File: config.mk
export PLATFORM = sky130hd
export DESIGN_NAME = fws_supervisor
export DESIGN_NICKNAME = d
export VERILOG_FILES = /design/src/verilog/fws_pkg.sv /design/src/verilog/fws_supervisor.sv
export SDC_FILE = /design/constraint.sdc
export NUM_CORES = 1
export LEC_CHECK = 0
export BUFFER_PORTS_ARGS = -buffer_cell sky130_fd_sc_hd__buf_4
export CAP_MARGIN = 20
export CORE_UTILIZATION = 30
export CTS_CLUSTER_DIAMETER = 30
export DETAILED_ROUTE_END_ITERATION = 16
export REMOVE_ABC_BUFFERS = 1
export SLEW_MARGIN = 0
export SYNTH_ARGS = -nofsm -noshare
export SYNTH_HDL_FRONTEND = slang
export SYNTH_SLANG_ARGS = --single-unit
File: constraint.sdc
create_clock -name i_mclk -period 2.85 [get_ports i_mclk]
set_input_delay 0.1425 -clock i_mclk [delete_from_list [all_inputs] [get_ports i_mclk]]
set_output_delay 0.1425 -clock i_mclk [all_outputs]
set_load 0.05 [all_outputs]
File: src/verilog/fws_pkg.sv
// Shared constants for the failsafe watchdog supervisor
package fws_pkg;
    // ==========================================================
    // Clock and timing
    // ==========================================================
    localparam int unsigned CLK_PERIOD_NS     = 10;      // 100 MHz core clock
    localparam int unsigned TIMEOUT_PERIOD_US = 10000;   // Nominal timeout, 10 ms
    localparam int unsigned TIMEOUT_CYCLES    = TIMEOUT_PERIOD_US * 1000 / CLK_PERIOD_NS;
    localparam int unsigned DEBOUNCE_DIV      = 32;      // Debounce is timeout / 32
    localparam int unsigned DEBOUNCE_CYCLES   = TIMEOUT_CYCLES / DEBOUNCE_DIV;
    localparam int unsigned CLEAR_PULSE_NS    = 150;     // Least clear pulse width
    localparam int unsigned CLEAR_PULSE_CYC   = (CLEAR_PULSE_NS + CLK_PERIOD_NS - 1)
                                                / CLK_PERIOD_NS;

    // ==========================================================
    // Synchroniser lanes and reset values
    // ==========================================================
    localparam int unsigned LANE_IN_HIGH   = 0;  // Input above input_high_threshold
    localparam int unsigned LANE_IN_WARN   = 1;  // Input above input_warn_threshold
    localparam int unsigned LANE_IN_RESET  = 2;  // Input above input_reset_threshold
    localparam int unsigned LANE_SUP_ON    = 3;  // Supply above supply_on_threshold
    localparam int unsigned LANE_SUP_OFF   = 4;  // Supply above supply_off_threshold
    localparam int unsigned LANE_CLEAR     = 5;  // timer_clear_n pin
    localparam int unsigned NUM_LANES      = 6;
    localparam int unsigned NUM_MON        = 3;  // Debounced input comparators
    localparam logic [5:0]  LANE_RST_VAL   = 6'h20; // Clear pin idles high
    localparam logic        WARN_RST_VAL   = 1'b1;  // Timeout warning inactive
    localparam logic        SAVE_RST_VAL   = 1'b0;  // Power fail warning active
    localparam logic        SYSRST_RST_VAL = 1'b0;  // System reset active

    // ==========================================================
    // Supervisor states
    // ==========================================================
    typedef enum logic [2:0] {
        ST_OFF     = 3'b000,  // Supply not on, everything held
        ST_WAIT_IN = 3'b001,  // Supply on, waiting for input high
        ST_POR     = 3'b010,  // Power-on reset delay running
        ST_RUN     = 3'b011,  // Watchdog active
        ST_IN_RST  = 3'b100   // Input collapsed, waiting for input high
    } fws_state_t;
endpackage : fws_pkg

File: src/verilog/fws_supervisor.sv
// Failsafe watchdog supervisor: supply sequencing, input monitor, watchdog
//
// Contract
// - Supply below on threshold holds reset, save low; code holds them only until supply first counts as on, then only below off
// - Supply below off threshold disables all, reset and save low, warning high
// - Input high starts timer; reset released after timeout
// - Input below warn drives save low until high
// - Input below reset level drives reset, halts timer
// - Input high after input reset restarts power-up
// - Power-up waits for supply on threshold
// - Timeout period nominally 10 ms
// - Input changes debounced timeout/32, then act promptly
// - Clear falling edge zeroes timer, warning high
// - Unserviced warning toggles; reset after first low phase
// - Clear pulses ignored during power-on reset delay
// - Input reset overrides timer; clears ignored until power-up
`timescale 1ns/1ps

module fws_supervisor #(
    parameter int unsigned TIMEOUT_CYCLES  = fws_pkg::TIMEOUT_CYCLES,
    parameter int unsigned DEBOUNCE_CYCLES = TIMEOUT_CYCLES / fws_pkg::DEBOUNCE_DIV
) (
    // Clock and reset
    input  wire logic i_mclk,
    input  wire logic i_sys_rst,
    // Supply comparator levels
    input  wire logic i_supply_above_on,
    input  wire logic i_supply_above_off,
    // Monitored input comparator levels
    input  wire logic i_input_above_high,
    input  wire logic i_input_above_warn,
    input  wire logic i_input_above_reset,
    // Host service pin
    input  wire logic i_timer_clear_n,
    // Supervisor outputs, all active low
    output logic      o_timeout_warning_n,
    output logic      o_power_fail_warning_n,
    output logic      o_system_reset_n
);
    import fws_pkg::*;

    localparam int unsigned TW = $clog2(TIMEOUT_CYCLES + 1);
    localparam int unsigned DW = $clog2(DEBOUNCE_CYCLES + 1);
    localparam logic [TW-1:0] TMR_LAST = TW'(TIMEOUT_CYCLES - 1);
    localparam logic [DW-1:0] DB_LAST  = DW'(DEBOUNCE_CYCLES - 1);

    // ==========================================================
    // Elaboration checks
    // ==========================================================
    // Debounce must be shorter than a timeout and at least one cycle
    if (DEBOUNCE_CYCLES < 1 || DEBOUNCE_CYCLES >= TIMEOUT_CYCLES) begin : g_bad_db
        $error("Debounce length must lie between one cycle and the timeout");
    end
    // A clear pulse must be at most half a timeout to be meaningful
    if (TIMEOUT_CYCLES < 2 * CLEAR_PULSE_CYC) begin : g_bad_to
        $error("Timeout too short for the least clear pulse");
    end

    // ==========================================================
    // Three-stage synchronisers
    // ==========================================================
    logic [NUM_LANES-1:0] sy1_q, sy1_d;   // First stage, read only by second
    logic [NUM_LANES-1:0] sy2_q, sy2_d;   // Second stage
    logic [NUM_LANES-1:0] sy3_q, sy3_d;   // Third stage
    logic [NUM_LANES-1:0] lvl_q, lvl_d;   // Accepted level after agreement

    // Next values: shift in, accept only where stages two and three agree
    always_comb begin
        sy1_d = {i_timer_clear_n, i_supply_above_off, i_supply_above_on,
                 i_input_above_reset, i_input_above_warn, i_input_above_high};
        sy2_d = sy1_q;
        sy3_d = sy2_q;
        lvl_d = (sy2_q & ~(sy2_q ^ sy3_q)) | (lvl_q & (sy2_q ^ sy3_q));
    end

    // Registers only
    always_ff @(posedge i_mclk) begin
        if (i_sys_rst) begin
            sy1_q <= LANE_RST_VAL;
            sy2_q <= LANE_RST_VAL;
            sy3_q <= LANE_RST_VAL;
            lvl_q <= LANE_RST_VAL;
        end else begin
            sy1_q <= sy1_d;
            sy2_q <= sy2_d;
            sy3_q <= sy3_d;
            lvl_q <= lvl_d;
        end
    end

    // Clear edge seen after synchronisation
    logic clr_fall;                        // One-cycle falling edge of clear
    assign clr_fall = lvl_q[LANE_CLEAR] & ~lvl_d[LANE_CLEAR];

    // ==========================================================
    // Input debounce
    // ==========================================================
    // Each comparator must hold a new level for a whole debounce interval;
    // spikes shorter than that never reach the sequencer at all.
    logic [NUM_MON-1:0] flt_q, flt_d;           // Debounced comparator levels
    logic [DW-1:0]      dbc_q [NUM_MON];        // Per-lane stability counter
    logic [DW-1:0]      dbc_d [NUM_MON];

    // Next values of the debounce counters and filtered levels
    always_comb begin
        flt_d = flt_q;
        for (int i = 0; i < NUM_MON; i++) begin
            dbc_d[i] = '0;
            if (lvl_q[i] != flt_q[i]) begin
                // Level differs: count until the interval has passed
                if (dbc_q[i] == DB_LAST) begin
                    flt_d[i] = lvl_q[i];
                end else begin
                    dbc_d[i] = dbc_q[i] + 1'b1;
                end
            end
        end
    end

    // Registers only
    always_ff @(posedge i_mclk) begin
        if (i_sys_rst) begin
            flt_q <= '0;
            for (int i = 0; i < NUM_MON; i++) begin
                dbc_q[i] <= '0;
            end
        end else begin
            flt_q <= flt_d;
            for (int i = 0; i < NUM_MON; i++) begin
                dbc_q[i] <= dbc_d[i];
            end
        end
    end

    logic in_high, in_warn, in_rst;             // Debounced input above levels
    assign in_high = flt_q[LANE_IN_HIGH];
    assign in_warn = flt_q[LANE_IN_WARN];
    assign in_rst  = flt_q[LANE_IN_RESET];

    // ==========================================================
    // Supply qualification and sequencer
    // ==========================================================
    logic          sup_ok_q, sup_ok_d;          // Supply counted as on
    fws_state_t    st_q, st_d;                  // Sequencer state
    logic [TW-1:0] tmr_q, tmr_d;                // Timeout counter
    logic          to_n_q, to_n_d;              // Timeout warning output
    logic          save_n_q, save_n_d;          // Power fail warning output
    logic          rst_n_q, rst_n_d;            // System reset output

    // Next values: hysteresis on supply, then the state machine
    always_comb begin
        sup_ok_d = sup_ok_q;
        if (!lvl_q[LANE_SUP_OFF]) begin
            sup_ok_d = 1'b0;
        end else if (lvl_q[LANE_SUP_ON]) begin
            sup_ok_d = 1'b1;
        end
        st_d     = st_q;
        tmr_d    = tmr_q;
        to_n_d   = 1'b1;
        save_n_d = save_n_q;
        rst_n_d  = rst_n_q;
        if (!sup_ok_q) begin
            // Supply off: everything held regardless of the input
            st_d     = ST_OFF;
            tmr_d    = '0;
            save_n_d = 1'b0;
            rst_n_d  = 1'b0;
        end else begin
            unique case (st_q)
                ST_OFF, ST_WAIT_IN, ST_IN_RST: begin
                    // Waiting for the input to reach the high level
                    tmr_d    = '0;
                    save_n_d = 1'b0;
                    rst_n_d  = 1'b0;
                    if (in_high) begin
                        st_d     = ST_POR;
                        save_n_d = 1'b1;
                    end else if (st_q == ST_OFF) begin
                        st_d = ST_WAIT_IN;
                    end
                end
                ST_POR: begin
                    // Reset held; clear edges have no effect here
                    rst_n_d = 1'b0;
                    tmr_d   = tmr_q + 1'b1;
                    if (tmr_q == TMR_LAST) begin
                        st_d    = ST_RUN;
                        tmr_d   = '0;
                        rst_n_d = 1'b1;
                    end
                end
                ST_RUN: begin
                    to_n_d = to_n_q;
                    tmr_d  = tmr_q + 1'b1;
                    if (clr_fall) begin
                        tmr_d   = '0;
                        to_n_d  = 1'b1;
                        rst_n_d = 1'b1;
                    end else if (tmr_q == TMR_LAST) begin
                        tmr_d  = '0;
                        to_n_d = ~to_n_q;
                        if (!to_n_q) begin
                            rst_n_d = 1'b0;
                        end
                    end
                end
                default: begin
                    st_d = ST_OFF;
                end
            endcase
            // Warning level follows the input once the sequence started
            if (st_q == ST_POR || st_q == ST_RUN) begin
                if (!in_warn) begin
                    save_n_d = 1'b0;
                end else if (in_high) begin
                    save_n_d = 1'b1;
                end
                // Collapse of the input overrides the watchdog at once
                if (!in_rst) begin
                    st_d     = ST_IN_RST;
                    tmr_d    = '0;
                    to_n_d   = 1'b1;
                    save_n_d = 1'b0;
                    rst_n_d  = 1'b0;
                end
            end
        end
    end

    // Registers only
    always_ff @(posedge i_mclk) begin
        if (i_sys_rst) begin
            sup_ok_q <= 1'b0;
            st_q     <= ST_OFF;
            tmr_q    <= '0;
            to_n_q   <= WARN_RST_VAL;
            save_n_q <= SAVE_RST_VAL;
            rst_n_q  <= SYSRST_RST_VAL;
        end else begin
            sup_ok_q <= sup_ok_d;
            st_q     <= st_d;
            tmr_q    <= tmr_d;
            to_n_q   <= to_n_d;
            save_n_q <= save_n_d;
            rst_n_q  <= rst_n_d;
        end
    end

    // Outputs come straight from flip-flops
    assign o_timeout_warning_n    = to_n_q;
    assign o_power_fail_warning_n = save_n_q;
    assign o_system_reset_n       = rst_n_q;

    // ==========================================================
    // Assertions
    // ==========================================================
    supply_hold_a: assert property (@(posedge i_mclk) disable iff (i_sys_rst)
        !sup_ok_q |=> !o_system_reset_n && !o_power_fail_warning_n)
        else $error("Outputs not held low with supply off");

    supply_drop_a: assert property (@(posedge i_mclk) disable iff (i_sys_rst)
        sup_ok_q && !lvl_q[LANE_SUP_OFF] |=> !sup_ok_q ##1 st_q == ST_OFF)
        else $error("Supply drop did not disable the supervisor");

    por_release_a: assert property (@(posedge i_mclk) disable iff (i_sys_rst)
        st_q == ST_POR && tmr_q == TMR_LAST && sup_ok_q && in_rst
        |=> st_q == ST_RUN && o_system_reset_n && tmr_q == '0)
        else $error("Reset not released after power-on delay");

    save_warn_a: assert property (@(posedge i_mclk) disable iff (i_sys_rst)
        sup_ok_q && (st_q == ST_RUN || st_q == ST_POR) && !in_warn
        |=> !o_power_fail_warning_n)
        else $error("Save warning not asserted below warn level");

    input_reset_a: assert property (@(posedge i_mclk) disable iff (i_sys_rst)
        sup_ok_q && st_q == ST_RUN && !in_rst
        |=> st_q == ST_IN_RST && !o_system_reset_n && o_timeout_warning_n)
        else $error("Input collapse did not override the timer");

    por_ignore_a: assert property (@(posedge i_mclk) disable iff (i_sys_rst)
        st_q == ST_POR && clr_fall && tmr_q != TMR_LAST |=> !o_system_reset_n)
        else $error("Clear pulse acted during power-on delay");

    clear_timer_a: assert property (@(posedge i_mclk) disable iff (i_sys_rst)
        sup_ok_q && st_q == ST_RUN && clr_fall && in_rst
        |=> tmr_q == '0 && o_timeout_warning_n && o_system_reset_n)
        else $error("Clear edge did not restart the watchdog");

    wd_expire_a: assert property (@(posedge i_mclk) disable iff (i_sys_rst)
        sup_ok_q && st_q == ST_RUN && !clr_fall && in_rst && tmr_q == TMR_LAST
        |=> o_timeout_warning_n != $past(o_timeout_warning_n)
            && o_system_reset_n == ($past(o_system_reset_n) && $past(o_timeout_warning_n)))
        else $error("Watchdog expiry did not toggle warning or assert reset");

    debounce_a: assert property (@(posedge i_mclk) disable iff (i_sys_rst)
        flt_q[LANE_IN_WARN] != $past(flt_q[LANE_IN_WARN])
        |-> $past(dbc_q[LANE_IN_WARN]) == DB_LAST)
        else $error("Input level accepted before debounce elapsed");
endmodule : fws_supervisor

# --- Word-level counts from Yosys, hierarchy flattened ---
# Memory sizes are Yosys's and may differ from the RTL's.
# Cells that the tools add are included.
totals:
  output_inout_bits: 3
  register_bits: 54
  mem_bits_rw: 45
  memories: 1
  inputBits: 8
op_classes:
  muxes: 41
  n_eq_ne: 11
  reduce_logical: 8
  n_bitwise: 13
  add_sub_neg: 4
memory_table:
  columns: ["memory", "depth", "word_bits", "read_ports", "rd_ports_with_merged_regs", "write_ports", "line_no", "text"]
  rows:
  - ["dbc_q", 3, 15, 3, 0, 3, "fws_supervisor.sv:101", "logic [DW-1:0] dbc_q [NUM_MON];"]
op_table:
  columns: ["cell", "count"]
  rows:
  - ["$mux 15", 9]
  - ["$mux 20", 4]
  - ["$pmux 20 s3", 1]
  - ["$add 15x1->15 const B", 3]
  - ["$eq 15x15->1 const B", 3]
  - ["$add 20x1->20 const B", 1]
  - ["$eq 20x20->1 const B", 1]
  - ["$mux 1", 20]
  - ["$mux 3", 5]
  - ["$and 6x6->6", 2]
  - ["$pmux 3 s3", 1]
  - ["$eq 3x2->1 const B", 2]
  - ["$not 6->6", 1]
  - ["$or 6x6->6", 1]
  - ["$reduce_and 2->1", 3]
  - ["$xor 6x6->6", 1]
  - ["$not 1->1", 4]
  - ["$reduce_or 2->1", 2]
  - ["$eq 3x1->1 const B", 1]
  - ["$eq 3x3->1 const B", 1]
  - ["$logic_not 3->1", 1]
  - ["$ne 1x1->1", 3]
  - ["$or 1x1->1", 3]
  - ["$pmux 1 s3", 1]
  - ["other kinds (3)", 3]

# --- Depth between registers and ports, before layout ---
depth:
  depth_word: 10
  ltp_mapped: 8
  depth_no_buf: 6

# --- Worst setup path before layout ---
# Ideal clock, no wire load.
synth_path:
  path_kind: "reg2reg"
  startpoint: "reg tmr_q[7]"
  endpoint: "reg tmr_q[11]"
  required_time_ns: 2.716
  setup_ns: 0.134
  path_slack_ns: 0.835
  arrival_time_ns: 1.880
  synth_period_minus_slack_ns: 2.015
  n_path_buf: 2
  path_stages_with_launch: 7
  path_cell_list: "dfxtp_1 or4_1 or4_1 buf_2 o21ai_4 buf_6 a22oi_1"
synth_between:
  elab_chain_len: 6
synth_rtl:
  columns: ["element", "line_no", "text"]
  rows:
  - ["from (decl)", "fws_supervisor.sv:145", "logic [TW-1:0] tmr_q, tmr_d;"]
  - ["from (signal assigned)", "fws_supervisor.sv:243", "tmr_q <= tmr_d;"]
  - ["$add 20x1->20 / $eq 20x20->1 (equally long branches)", null, null]
  - ["$mux 20 *", "fws_supervisor.sv:187, fws_supervisor.sv:200", null]
  - ["$mux 20", "fws_supervisor.sv:196", "if (clr_fall) begin"]
  - ["$pmux 20 s3 *", "fws_supervisor.sv:170", "unique case (st_q)"]
  - ["$mux 20", "fws_supervisor.sv:220", "if (!in_rst) begin"]
  - ["$mux 20 *", "fws_supervisor.sv:213", "if (st_q == ST_POR || st_q == ST_RUN) begin"]
# Mark *: on every way between the ends. The rest lies on a longest branch, timed or not.
# A chain may end at the register's enable or synchronous reset.

# --- Worst setup path in the final report ---
layout_path:
  startpoint: "reg tmr_q[7]"
  endpoint: "reg tmr_q[19]"
# The elaborated chain is that of the path after synthesis.

==> metrics.txt <==
status=completed; largest net degree at the start of global routing=33; critical path class=reg2reg; Seq/Total Area, Yosys=46.6%; Commonest cells post-synth=dfxtp_1, nor2_1, xnor2_1; top-count cell post-synth=dfxtp_1; TritonCTS Buffers=9; Pleak=1.43 nW; cell row count=43; # fillers=1436; Syn Area/Cell=8.94 um^2; initial antenna violation count=0; hold crit path type=in2reg; DRC viols=0; vias in the first global route=2955; Total Wirelength=7520 um; routed via count=3320; global-route wire length before repair=13300 um; worst-skew pair later-pin latency=0.34 ns; Area Overhead vs Synth=12.4%; CP endpoint kind=flip-flop; Final Slew Violations=0; Setup violations, final=0; reg2reg setup slack=0.49 ns; Area contributors post-synth=dfxtp_1, xnor2_1, nor2_1; CP arrival=2.59 ns; Max Cap Violations=0; CTS Buffer Depth=2; Area after DPL=0.00448 mm^2; most used flip-flop cell after synthesis=dfxtp_1; HPWL Detailed=5170 um; antenna violation net count after detailed routing=0; core area=0.0139 mm^2; Die Ht=121 um; Worst Path Buf+Inv=0; Layout Skew=0.00660 ns; Tmin final=2.36 ns; critical-path cell list=or4_1 -> or4_1 -> o21ai_4 -> o2bb2a_1; post-synth top area share=46.6%; wire per inst=11.2 um; Crit path max-delay family=simple AND/OR/NAND/NOR gates; Clock Pin Slew Worst Setup and Hold Paths=0.07 ns; Die Width=121 um; most numerous cell on the critical path=or4_1; first-pass iteration count of the detailed router=6; DIE AREA=0.0147 mm^2; CP startpoint kind=flip-flop; max_slew headroom=60.0%; Starting DRT DRC Count=194; Setup TNS=0 ns; Synth area leader=dfxtp_1; Nets=500; final non-filler cell area=0.00478 mm^2; crit path max-delay cell type=or4_1; FFs w/ async S/R, synth=0%; H-tree levels=3; RSZ-0062 raised after global routing=false; total global routing overflow=0; synth warn=0; Tot GR Track Use=11.1%; flops & latches, synth=99; WP data required=3.08 ns; Setup Fix Bufs, Post-CTS=0; CTS tree=yes; CP max FO=18; Gate Count Post-Synth=476; actual slew at the worst max-slew pin=0.596 ns; Fin. Hold Viols=0; drt via density=4.96; RePlAce Congestion=0.775; Cell variety after synth=51; final clock period utilization by the worst path=82.8%; buffers added on ports=10; EDFF count, synth=0; number of I/O pins=11; Antenna Cells=0; PwrDens=532 mW/mm^2; Mapped Area=0.00426 mm^2; VDD IR max=278 uV; starting density of the core=30.7%; Largest stage delay, worst path=0.66 ns; Fmax achieved=0.424 GHz; CTS Root Cell=clkbuf_16; share of layout cells above drive strength 1=6.73%; clk sinks=99
## kinds of logic after synthesis
group           synth area share, %
mux                           0.706
fa+ha+maj                      2.06
xor+xnor                       9.67
compound gates                 8.73
buf+inv                        2.73
flops                          46.6
simple gates                   29.5
## through the flow
stage                     util [%]  hold WS, ns  cells  power, mW  setup slack [ns]
after global routing          34.5       0.0107    670       2.64             0.381
after detailed placement      32.3        0.332    652       1.45             0.497
after floorplan                  -        0.212    462       1.44             0.728
after global placement        32.3        0.329    652       1.45             0.530
final                         34.5       0.0117    670       2.55             0.491
after CTS                     34.5      0.00307    670       2.59             0.491
## layout make-up
cell class | instances | area (um^2) | share of cell area [%]
Clock buffer | 9 | 225 | 4.71
Inverter | 12 | 45.0 | 0.942
Tap cell | 180 | 225 | 4.71
Multi-Input combinational cell | 351 | 2160 | 45.1
Timing Repair Buffer | 12 | 95.1 | 1.99
Clock inverter | 7 | 53.8 | 1.12
Sequential cell | 99 | 1980 | 41.4
## worst paths after layout
check,startpoint,to,cells past startpoint
worst max-delay path,tmr_q[7],tmr_q[19],4
worst min-delay path,i_supply_above_on,sy1_q[3],2
worst max register to register,tmr_q[7],tmr_q[19],4
worst min register to register,sy1_q[5],sy2_q[5],1
## timing repair
action,CTS,global route
gates resized for setup,0,0
endpoints found under the hold margin,2,0
hold buffers,2,0
## power by group
part           switching [mW]  internal (mW)
Combinational         0.00961         0.0143
Clock                   0.529          0.596
Sequential            0.00389           1.39
## sequential cells by signal (all words and copies together), names as in the netlist, 3 cells and up, named ones only
signal  count
sy1_q       6
sy2_q       6
st_q        3
tmr_q      20
dbc_q      45
sy3_q       6
flt_q       3
## worst reg2reg max path, cell delays in order (launching register included)
cell,delay (ns)
dfxtp_1,0.35
or4_1,0.51
or4_1,0.66
o21ai_4,0.44
o2bb2a_1,0.28
## metal layers
metal,track usage (%),vias to the layer above,routed length (um)
li1,-,1711,-
met3,1.69,13,182
met2,17.2,40,3450
met5,0,-,0
met4,5.79,0,144
met1,14.8,1556,3740
## placed cells by master (no fill, tap or decap), drive strengths merged, types with 2 or more instances in the layout
| cell type | count |
|---|---|
| or4 | 10 |
| nor2b | 16 |
| clkinv | 3 |
| clkinvlp | 3 |
| xnor2 | 32 |
| nand3b | 3 |
| nand3 | 26 |
| nand2 | 30 |
| or3 | 11 |
| o21ai | 22 |
| mux2i | 3 |
| a21oi | 18 |
| or4bb | 2 |
| clkbuf | 9 |
| nor4 | 14 |
| a22oi | 8 |
| and3 | 5 |
| dfxtp | 99 |
| nor3 | 13 |
| ha | 7 |
| nor2 | 63 |
| or2 | 4 |
| and4 | 6 |
| inv | 13 |
| o2bb2a | 2 |
| nor3b | 2 |
| dlygate4sd3 | 2 |
| nor4b | 5 |
| buf | 10 |
| nand2b | 2 |
| nand4 | 15 |
| xor2 | 15 |
Note: power is estimated with default switching activity, not from simulation.
